$ cat src/rtl/usb_ep_cfg_pkg.sv
// Purpose: Shared constants for the endpoint configuration block
// Assumes: 32-bit classic Wishbone, byte addresses on an 8-bit address
// Notes: Configuration words are 16 bits wide in the low half of a bus word
package usb_ep_cfg_pkg;
  // Register map, byte offsets
  localparam logic [7:0] OFF_RX_BASE = 8'h00;  // Receive configs, word n = endpoint n
  localparam logic [7:0] OFF_TX_BASE = 8'h40;  // Transmit configs, word n = endpoint n
  localparam logic [7:0] OFF_SYSCTL = 8'h80;   // System control one (lock)
  localparam logic [7:0] OFF_STATUS = 8'h84;   // Sticky event status, read only
  localparam logic [7:0] OFF_CLEAR = 8'h88;    // Write one to clear status, write only
  localparam logic [7:0] OFF_ENABLE = 8'h8C;   // Interrupt enable
  // Configuration word fields
  localparam int VALID_BIT = 15;
  localparam int DBSZ_BIT = 14;
  localparam int SIZE_LO = 12;
  localparam int ISO_BIT = 11;
  localparam int PTR_W = 11;
  localparam int CFG_W = 16;
  localparam int PTR_SHIFT = 3;               // Pointer counts 8-byte steps
  localparam int ADDR_W = PTR_W + PTR_SHIFT;  // Buffer byte address width
  localparam int SIZE_W = 11;                 // Byte size, up to 1023
  localparam logic [SIZE_W-1:0] MIN_BYTES = 11'h008;
  localparam logic [SIZE_W-1:0] ISO_MAX_BYTES = 11'h3FF;
  localparam logic [2:0] ISO_MAX_CODE = 3'h7;
  localparam logic [PTR_W-1:0] PTR_SETUP = 11'h000;  // Held by the setup FIFO
  // System control bits
  localparam int LOCK_BIT = 0;
  // Event bits of status, clear and enable
  localparam int EV_DONE = 0;     // Non-isochronous transaction needs software
  localparam int EV_SOF = 1;      // Isochronous activity reported at frame start
  localparam int EV_UNDER = 2;    // Transmit FIFO read while empty
  localparam int EV_OVER = 3;     // Receive FIFO written while full
  localparam int EV_IGNORED = 4;  // Transaction to an endpoint not configured
  localparam int EV_LOCKWR = 5;   // Configuration write refused under lock
  localparam int EV_W = 6;
  // Transaction tracker states, one-hot
  typedef enum logic [1:0] {
    TRX_IDLE = 2'b01,
    TRX_BUSY = 2'b10
  } trx_state_e;
endpackage : usb_ep_cfg_pkg

$ cat src/rtl/usb_ep_size_decode.sv
// Purpose: Decodes an endpoint's size code and buffering mode
// Assumes: Fields already selected for the endpoint in use
// Notes: Pure combinational; the caller registers the results
`timescale 1ns/100ps
module usb_ep_size_decode (
  // Configuration fields
  input wire logic iso,
  input wire logic dbsz,
  input wire logic [1:0] size,
  // Direction and service mode
  input wire logic is_tx,
  input wire logic dma,
  // Decoded results
  output logic [usb_ep_cfg_pkg::SIZE_W-1:0] bytes,
  output logic dbl
);
  // Isochronous uses the extra bit as size MSB, others never
  wire [2:0] code = iso ? {dbsz, size} : {1'b0, size};  // RULE11 RULE12
  wire top = iso && (code == usb_ep_cfg_pkg::ISO_MAX_CODE);

  // Top code is 1023, not 1024: it must fit the whole buffer memory
  assign bytes = top ? usb_ep_cfg_pkg::ISO_MAX_BYTES : (usb_ep_cfg_pkg::MIN_BYTES << code);  // RULE12

  // Isochronous always ping-pongs; transmit only doubles under DMA
  assign dbl = iso || (dbsz && (!is_tx || dma));  // RULE10 RULE18
endmodule : usb_ep_size_decode

$ cat src/rtl/usb_endpoint_config.sv
// Purpose: Per-endpoint receive and transmit configuration with transaction steering
// Assumes: One clock; transaction engine and FIFO counter share it
// Notes: Fields other than valid have no reset and read unknown until written
// Contract
// RULE1 - Receive bit 11 set means isochronous
// RULE2 - Type bit set is isochronous, clear is not
// RULE3 - Receive pointer 8-byte steps; zero not allowed
// RULE4 - Software keeps every pointer below 0xFF
// RULE5 - Software reserves twice size for ping-pong
// RULE6 - Configure all fields before lock, then freeze
// RULE7 - Sizes must match those reported to host
// RULE8 - Transmit valid clear: transactions ignored
// RULE9 - Valid cleared by hardware reset only
// RULE10 - Transmit double buffer only non-iso DMA
// RULE11 - Non-iso size code 8 to 64 bytes
// RULE12 - Iso three-bit size, top code 1023
// RULE13 - Transmit FIFO flags, underrun from size
// RULE14 - Transmit bit 11 set means isochronous
// RULE15 - Transmit pointer locates buffer in 8-byte steps
// RULE16 - Interrupt at transaction end; iso at frame
// RULE17 - Receive valid clear: transactions ignored
// RULE18 - Receive bit 14 double buffer or MSB
// RULE19 - Endpoints 1 to 15 each direction
//
// The register offsets and the Wishbone slave port were chosen for this implementation.
`timescale 1ns/100ps
module usb_endpoint_config #(
  parameter int NUM_EP = 16  // Endpoint numbers 0..NUM_EP-1, 0 is control
) (
  // Clock and reset
  input wire logic CLK,
  input wire logic SRST,
  // Bus reset seen by the serial engine
  input wire logic USB_BUS_RESET,
  // Wishbone slave
  input wire logic WB_CYC,
  input wire logic WB_STB,
  input wire logic WB_WE,
  input wire logic [7:0] WB_ADR,
  input wire logic [3:0] WB_SEL,
  input wire logic [31:0] WB_DAT_I,
  output logic [31:0] WB_DAT_O,
  output logic WB_ACK,
  // Transaction requests from the serial engine
  input wire logic TRX_START,
  input wire logic TRX_END,
  input wire logic [3:0] TRX_EP,
  input wire logic TRX_DIR_IN,
  input wire logic TRX_DMA,
  input wire logic TRX_WORK,
  input wire logic SOF,
  // FIFO occupancy of the endpoint in use
  input wire logic [usb_ep_cfg_pkg::SIZE_W-1:0] FIFO_COUNT,
  input wire logic FIFO_STROBE,
  // Transaction steering
  output logic TRX_ACCEPT,
  output logic TRX_ISO,
  output logic TRX_DOUBLE_BUF,
  output logic [usb_ep_cfg_pkg::SIZE_W-1:0] TRX_FIFO_SIZE,
  output logic [usb_ep_cfg_pkg::ADDR_W-1:0] TRX_BUF_ADDR,
  output logic FIFO_EMPTY,
  output logic FIFO_FULL,
  // Software visibility
  output logic CFG_LOCKED,
  output logic IRQ
);
  localparam int CW = usb_ep_cfg_pkg::CFG_W;
  localparam int SW = usb_ep_cfg_pkg::SIZE_W;
  localparam int EW = usb_ep_cfg_pkg::EV_W;
  // Refuse endpoint counts the 4-bit endpoint number cannot reach
  if (NUM_EP < 2 || NUM_EP > 16) begin : g_bad_num_ep
    $error("NUM_EP must lie in 2..16");
  end
  // Stored configuration; valid bits live apart so they can be reset
  logic [CW-2:0] rx_cfg_ff [1:NUM_EP-1];  // No reset: kept over both resets
  logic [CW-2:0] tx_cfg_ff [1:NUM_EP-1];
  logic [NUM_EP-1:1] rx_valid_ff;
  logic [NUM_EP-1:1] tx_valid_ff;
  // Bus side state
  logic ack_ff;
  logic [31:0] dat_ff;
  logic lock_ff;
  logic [EW-1:0] status_ff;
  logic [EW-1:0] enable_ff;
  // Transaction side state
  usb_ep_cfg_pkg::trx_state_e state_ff;
  logic accept_ff;
  logic iso_ff;
  logic dbl_ff;
  logic dir_in_ff;
  logic [SW-1:0] size_ff;
  logic [usb_ep_cfg_pkg::ADDR_W-1:0] addr_ff;
  logic empty_ff;
  logic full_ff;
  logic iso_seen_ff;  // Isochronous traffic since the last frame start
  // Bus decode; a write is taken at the edge that sees ack high, read data one edge earlier
  wire req = WB_CYC && WB_STB;
  wire wr = req && ack_ff && WB_WE;
  wire [3:0] ep_a = WB_ADR[5:2];
  wire ep_a_ok = (ep_a != 4'h0) && (32'(ep_a) < NUM_EP);  // RULE19
  wire hit_rx = (WB_ADR[7:6] == usb_ep_cfg_pkg::OFF_RX_BASE[7:6]) && ep_a_ok;
  wire hit_tx = (WB_ADR[7:6] == usb_ep_cfg_pkg::OFF_TX_BASE[7:6]) && ep_a_ok;
  wire hit_sys = WB_ADR == usb_ep_cfg_pkg::OFF_SYSCTL;
  wire hit_stat = WB_ADR == usb_ep_cfg_pkg::OFF_STATUS;
  wire hit_clr = WB_ADR == usb_ep_cfg_pkg::OFF_CLEAR;
  wire hit_en = WB_ADR == usb_ep_cfg_pkg::OFF_ENABLE;
  // Writes under lock are dropped so the engine never sees a torn setup
  wire cfg_wr = wr && (hit_rx || hit_tx);
  wire cfg_wr_ok = cfg_wr && !lock_ff;  // RULE6
  wire [CW-1:0] lane_mask = {{8{WB_SEL[1]}}, {8{WB_SEL[0]}}};
  // Readback selection; unmapped and write-only addresses read zero
  wire [CW-1:0] rx_rd = {rx_valid_ff[ep_a], rx_cfg_ff[ep_a]};
  wire [CW-1:0] tx_rd = {tx_valid_ff[ep_a], tx_cfg_ff[ep_a]};
  wire [31:0] rd_word = hit_rx ? {16'h0000, rx_rd} :
                        hit_tx ? {16'h0000, tx_rd} :
                        hit_sys ? {31'h0000_0000, lock_ff} :
                        hit_stat ? {{(32-EW){1'b0}}, status_ff} :
                        hit_en ? {{(32-EW){1'b0}}, enable_ff} : 32'h0000_0000;
  // Ack comes one cycle after the request and drops the cycle after
  always_ff @(posedge CLK) begin
    if (SRST) begin
      ack_ff <= 1'b0;
      dat_ff <= 32'h0000_0000;
    end else begin
      ack_ff <= req && !ack_ff;
      if (req && !ack_ff) begin
        dat_ff <= rd_word;
      end
    end
  end
  // Per-endpoint storage, merged byte lane by byte lane
  for (genvar i = 1; i < NUM_EP; i++) begin : g_ep
    wire wr_rx = cfg_wr_ok && hit_rx && (32'(ep_a) == i);
    wire wr_tx = cfg_wr_ok && hit_tx && (32'(ep_a) == i);
    wire [CW-1:0] nxt_rx = (WB_DAT_I[CW-1:0] & lane_mask) | ({rx_valid_ff[i], rx_cfg_ff[i]} & ~lane_mask);
    wire [CW-1:0] nxt_tx = (WB_DAT_I[CW-1:0] & lane_mask) | ({tx_valid_ff[i], tx_cfg_ff[i]} & ~lane_mask);

    // Fields: no reset at all, bus reset included
    always_ff @(posedge CLK) begin
      if (wr_rx) begin
        rx_cfg_ff[i] <= nxt_rx[CW-2:0];
      end
      if (wr_tx) begin
        tx_cfg_ff[i] <= nxt_tx[CW-2:0];
      end
    end

    // Valid: hardware reset only; bus reset does not touch it
    always_ff @(posedge CLK) begin
      if (SRST) begin  // RULE9
        rx_valid_ff[i] <= 1'b0;
        tx_valid_ff[i] <= 1'b0;
      end else begin
        if (wr_rx) begin
          rx_valid_ff[i] <= nxt_rx[usb_ep_cfg_pkg::VALID_BIT];
        end
        if (wr_tx) begin
          tx_valid_ff[i] <= nxt_tx[usb_ep_cfg_pkg::VALID_BIT];
        end
      end
    end
  end
  // Configuration of the endpoint named by a starting transaction
  wire ep_t_ok = (TRX_EP != 4'h0) && (32'(TRX_EP) < NUM_EP);  // RULE19
  wire [CW-2:0] sel_cfg = TRX_DIR_IN ? tx_cfg_ff[TRX_EP] : rx_cfg_ff[TRX_EP];
  wire sel_valid = ep_t_ok && (TRX_DIR_IN ? tx_valid_ff[TRX_EP] : rx_valid_ff[TRX_EP]);  // RULE8 RULE17
  wire [usb_ep_cfg_pkg::PTR_W-1:0] sel_ptr = sel_cfg[usb_ep_cfg_pkg::PTR_W-1:0];
  wire ptr_ok = TRX_DIR_IN || (sel_ptr != usb_ep_cfg_pkg::PTR_SETUP);  // RULE3
  wire accept = sel_valid && ptr_ok;
  // Set bit means isochronous; the inverted encoding is not supported
  wire sel_iso = sel_cfg[usb_ep_cfg_pkg::ISO_BIT];  // RULE1 RULE2 RULE14
  wire [SW-1:0] sel_bytes;
  wire sel_dbl;

  usb_ep_size_decode u_size (
    .iso(sel_iso),
    .dbsz(sel_cfg[usb_ep_cfg_pkg::DBSZ_BIT]),
    .size(sel_cfg[usb_ep_cfg_pkg::SIZE_LO+1:usb_ep_cfg_pkg::SIZE_LO]),
    .is_tx(TRX_DIR_IN),
    .dma(TRX_DMA),
    .bytes(sel_bytes),
    .dbl(sel_dbl)
  );
  // Event sources
  wire idle = state_ff == usb_ep_cfg_pkg::TRX_IDLE;
  wire busy = state_ff == usb_ep_cfg_pkg::TRX_BUSY;
  wire start = idle && TRX_START;
  wire fin = busy && (TRX_END || USB_BUS_RESET);
  wire ev_under = busy && dir_in_ff && FIFO_STROBE && (FIFO_COUNT == '0);  // RULE13
  wire ev_over = busy && !dir_in_ff && FIFO_STROBE && full_ff;
  wire ev_done = busy && TRX_END && !iso_ff && TRX_WORK;  // RULE16
  wire ev_sof = SOF && iso_seen_ff;  // RULE16
  wire [EW-1:0] ev = {cfg_wr && lock_ff, start && !accept, ev_over, ev_under, ev_sof, ev_done};
  wire [EW-1:0] clr = (wr && hit_clr && WB_SEL[0]) ? WB_DAT_I[EW-1:0] : '0;
  // A new event in the clearing cycle survives the clear
  wire [EW-1:0] nxt_status = (status_ff & ~clr) | ev;
  // Lock, status and enable registers
  always_ff @(posedge CLK) begin
    if (SRST) begin
      lock_ff <= 1'b0;
      status_ff <= '0;
      enable_ff <= '0;
    end else begin
      status_ff <= nxt_status;
      if (wr && hit_sys && WB_SEL[0]) begin
        lock_ff <= WB_DAT_I[usb_ep_cfg_pkg::LOCK_BIT];
      end
      if (wr && hit_en && WB_SEL[0]) begin
        enable_ff <= WB_DAT_I[EW-1:0];
      end
    end
  end
  // Transaction tracker: latches steering at start, holds until end
  always_ff @(posedge CLK) begin
    if (SRST) begin
      state_ff <= usb_ep_cfg_pkg::TRX_IDLE;
      accept_ff <= 1'b0;
      iso_ff <= 1'b0;
      dbl_ff <= 1'b0;
      dir_in_ff <= 1'b0;
      size_ff <= '0;
      addr_ff <= '0;
    end else begin
      case (state_ff)
        usb_ep_cfg_pkg::TRX_IDLE: begin
          if (TRX_START && accept && !USB_BUS_RESET) begin
            state_ff <= usb_ep_cfg_pkg::TRX_BUSY;
            accept_ff <= 1'b1;
            iso_ff <= sel_iso;
            dbl_ff <= sel_dbl;
            dir_in_ff <= TRX_DIR_IN;
            size_ff <= sel_bytes;  // RULE11 RULE12
            addr_ff <= {sel_ptr, {usb_ep_cfg_pkg::PTR_SHIFT{1'b0}}};  // RULE15 RULE3
          end else begin
            accept_ff <= 1'b0;
          end
        end
        usb_ep_cfg_pkg::TRX_BUSY: begin
          if (fin) begin
            state_ff <= usb_ep_cfg_pkg::TRX_IDLE;
            accept_ff <= 1'b0;
          end
        end
        default: begin
          state_ff <= usb_ep_cfg_pkg::TRX_IDLE;
          accept_ff <= 1'b0;
        end
      endcase
    end
  end
  // FIFO flags follow the configured size only while a transaction runs
  always_ff @(posedge CLK) begin
    if (SRST || !busy) begin
      empty_ff <= 1'b1;
      full_ff <= 1'b0;
    end else begin
      empty_ff <= FIFO_COUNT == '0;  // RULE13
      full_ff <= FIFO_COUNT >= size_ff;  // RULE13
    end
  end
  // Isochronous ends are held back and reported at the next frame start
  always_ff @(posedge CLK) begin
    if (SRST) begin
      iso_seen_ff <= 1'b0;
    end else if (busy && TRX_END && iso_ff) begin
      iso_seen_ff <= 1'b1;
    end else if (SOF) begin
      iso_seen_ff <= 1'b0;
    end
  end
  // Outputs
  assign WB_ACK = ack_ff;
  assign WB_DAT_O = dat_ff;
  assign TRX_ACCEPT = accept_ff;
  assign TRX_ISO = iso_ff;
  assign TRX_DOUBLE_BUF = dbl_ff;
  assign TRX_FIFO_SIZE = size_ff;
  assign TRX_BUF_ADDR = addr_ff;
  assign FIFO_EMPTY = empty_ff;
  assign FIFO_FULL = full_ff;
  assign CFG_LOCKED = lock_ff;
  assign IRQ = |(status_ff & enable_ff);
endmodule : usb_endpoint_config

$ cat config.mk
export PLATFORM = sky130hd
export DESIGN_NAME = usb_endpoint_config
export DESIGN_NICKNAME = d
export VERILOG_FILES = /design/src/rtl/usb_ep_cfg_pkg.sv /design/src/rtl/usb_ep_size_decode.sv /design/src/rtl/usb_endpoint_config.sv
export SDC_FILE = /design/constraint.sdc
export NUM_CORES = 1
export LEC_CHECK = 0
export ABC_AREA = 1
export BUFFER_PORTS_ARGS = -buffer_cell sky130_fd_sc_hd__clkbuf_2
export CAP_MARGIN = 0
export CORE_AREA = 3 3 345 347
export DETAILED_ROUTE_END_ITERATION = 8
export DIE_AREA = 0 0 348 350
export PLACE_DENSITY = 0.45
export SETUP_SLACK_MARGIN = 0.5
export SKIP_LAST_GASP = 1
export SYNTH_ARGS = -nofsm -noshare
export SYNTH_HDL_FRONTEND = slang
export SYNTH_SLANG_ARGS = --single-unit
$ cat constraint.sdc
create_clock -name CLK -period 5.2 [get_ports CLK]
set_input_delay 0.52 -clock CLK [delete_from_list [all_inputs] [get_ports CLK]]
set_output_delay 0.52 -clock CLK [all_outputs]
set_load 0.02 [all_outputs]
==> metrics <==
CTS root buf clkbuf_16; largest net degree at the start of global routing 147; # fillers 12354; Comb power frac 0.100; total design power 10.0 mW; Distinct cells, synth 46; Setup Skew 15.9 ps; I/O pin count 137; via-per-instance ratio 4.77; Worst setup SP type input port; DRC 0; largest buffer count on any clock path 3; Worst slew margin 0.239; internal power 7.40 mW; sequential power share 0.470; setup tns final 0 ps; Nets 3082; GPL Wtd Cong 0.817; PwrDens 324 nW/um^2; CTS clock-pin slew for the worst setup and hold paths 60 ps; EDFF count, synth 450; met3 GRT Util 0.0250; Post-CTS Hold Buffers 0; via count 21840; synthesis-to-layout area growth 15.9%; Final HPWL DP 64900 microns; R2R Setup Slk 2390 ps; Finished Core Util 0.266; placed cells 4463; final std cells w/o fill 4578; DP Area 28900 sq um; # setup viols final 0; WL final 103000 microns; first-pass GRT wire length 148000 microns; Worst IR Drop VDD 0.223 mV; Clk Latency, worst-skew pair 650 ps; Die ar. 122000 sq um; Final WS setup 1850 ps; post-route cell area 30900 sq um; WL per Instance 22.5 microns; fraction of layout instances using a drive strength above 1 0.108; net switching power 2.61 mW; Reg-to-Reg Start WB_ACK$_SDFF_PP0_; GRT busiest layer met2; Required @ worst endpoint 5720 ps; Worst Reg-to-Reg Cells 9; CP Class input port to flip-flop; post_cts resized 0; synth warn 0; core area 116000 sq um; Syn Inst Count 2941; f_max 298 MHz; Initial Util 0.229; Max Slew Vio Count 0; Sink Count 539; TritonRoute pass-1 iters 5; outcome finished, final reports clean; Total GRT Usage 0.164; pre-CTS setup slack 1240 ps; cell taking the most area after synthesis edfxtp_1; Hold EP status_ff[1]$_SDFF_PP0_; Final Hold Violating Endpoints 0; Worst Setup End Kind flip-flop; Mapped Avg Cell Area 9.07 sq um; Detail Route Antenna Nets 0; asr flop ratio synth 0; RSZ-0062 raised after global routing false; top cells by area, synth edfxtp_1, nand2_1, dfxtp_1, nor2_1, inv_1; main flop type after synthesis edfxtp_1; CTS H-Tree Depth 2; CP Max Fanout 108; hold depth 3; Seq cells post-synth 539; Core Rows 125; Data arrival, critical path 3870 ps; Final min period 3350 ps; max-cap viol count 0; period utilization 0.644; clock power share 0.430; most frequent cell after synthesis nand2_1; Net Sw Frac 0.261; height of the die 350 microns; Pleak 11.9 nW; total gr overflow 0; cell area after synthesis 26700 sq um; CTS tree built; Die X 348 microns; initial drt markers 2519; vias in the first global route 20437; initial antenna violation count 7; Num CTS Buffers 58; global routing usage on met1 0.229; Min-Delay Path Class input port to flip-flop; IO buf count 99; Tightest Pin Transition 1140 ps; most frequent cells after synthesis nand2_1, edfxtp_1, nor2_1, inv_1, nand3_1; Setup Fix Bufs, Post-CTS 0; Final Hold Slack 140 ps; met2 Use GR 0.267; min-delay src SOF; post-synth top area share 0.507; Seq/Total Area, Yosys 0.574
## kinds of logic after synthesis
group / after synthesis / share of synthesized area
and+or+nand+nor: 1228 / 0.191
AOI/OAI and AO/OA: 629 / 0.144
DFF: 539 / 0.574
buffers and inverters: 533 / 0.0863
adders and majority gates: 11 / 0.00516
other: 1 / 0.000141
## worst max-delay path by stage
stage / from / end / cells past startpoint
2_1_floorplan: WB_ADR[5] / flip-flop / 9
3_3_place_gp: TRX_EP[3] / TRX_ACCEPT$_SDFFE_PP0P_ / 16
3_5_place_dp: TRX_EP[0] / TRX_BUF_ADDR[4]$_SDFFE_PP0P_ / 15
4_1_cts: TRX_EP[0] / TRX_BUF_ADDR[4]$_SDFFE_PP0P_ / 15
5_1_grt: TRX_EP[0] / TRX_FIFO_SIZE[3]$_SDFFE_PP0P_ / 15
6_report: TRX_EP[0] / TRX_BUF_ADDR[4]$_SDFFE_PP0P_ / 15
## layout make-up
class | instances | area, sq um | area share
well taps | 1524 | 1910 | 0.0617
flip-flops and latches | 539 | 15300 | 0.495
clock inverters | 30 | 235 | 0.00761
repair buffers | 186 | 1260 | 0.0408
diodes | 5 | 12.5 | 0.000405
multi-input cells | 1887 | 9250 | 0.299
clock buffers | 80 | 1730 | 0.0559
inverters | 327 | 1230 | 0.0399
## power groups by stage
stage	Combinational (mW)	Clock [mW]	Sequential [mW]
2_1_floorplan	0.538	0	4.81
3_3_place_gp	0.995	0	4.79
3_5_place_dp	0.996	0	4.79
4_1_cts	0.998	4.40	4.70
5_1_grt	1.08	4.54	4.70
6_report	1.00	4.30	4.70
## worst max-delay path, stage by stage
cell      delay, ps
clkbuf_8        480
buf_12          450
nor2_1          110
nor2_1          100
o21ai_1          90
nand3_1         130
nand3_1         170
nand2_1         130
nand2_1          50
nand2_1         250
nor2_2          100
nand3_4         210
nand3_2         560
nor2_1          310
nor2_1           70
## cells in the final DEF (no fill, tap or decap), types with 6 or more instances in the layout
cell type and instances:
a21oi_1 121, a221oi_1 27, a22oi_1 96, buf_12 8
buf_4 80, clkbuf_1 6, clkbuf_16 61, clkbuf_2 97
clkbuf_8 14, clkinv_1 21, clkinv_2 13, conb_1 19
dfxtp_1 89, edfxtp_1 450, ha_1 11, inv_1 296
inv_2 18, nand2_1 576, nand3_1 212, nand4_1 35
nor2_1 353, nor2_2 6, nor3_1 14, nor4_1 7
nor4_2 7, o211ai_1 28, o21ai_0 205, o21ai_1 31
o221ai_1 31, o22ai_1 54, o31ai_1 11
## metal layers
metal | part of all wire | routed length [microns]
met2 | 0.46 | 47400
met5 | 0.00026 | 27
met4 | 0.021 | 2150
met1 | 0.45 | 46800
met3 | 0.063 | 6440
Note: power is estimated with default switching activity, not from simulation.
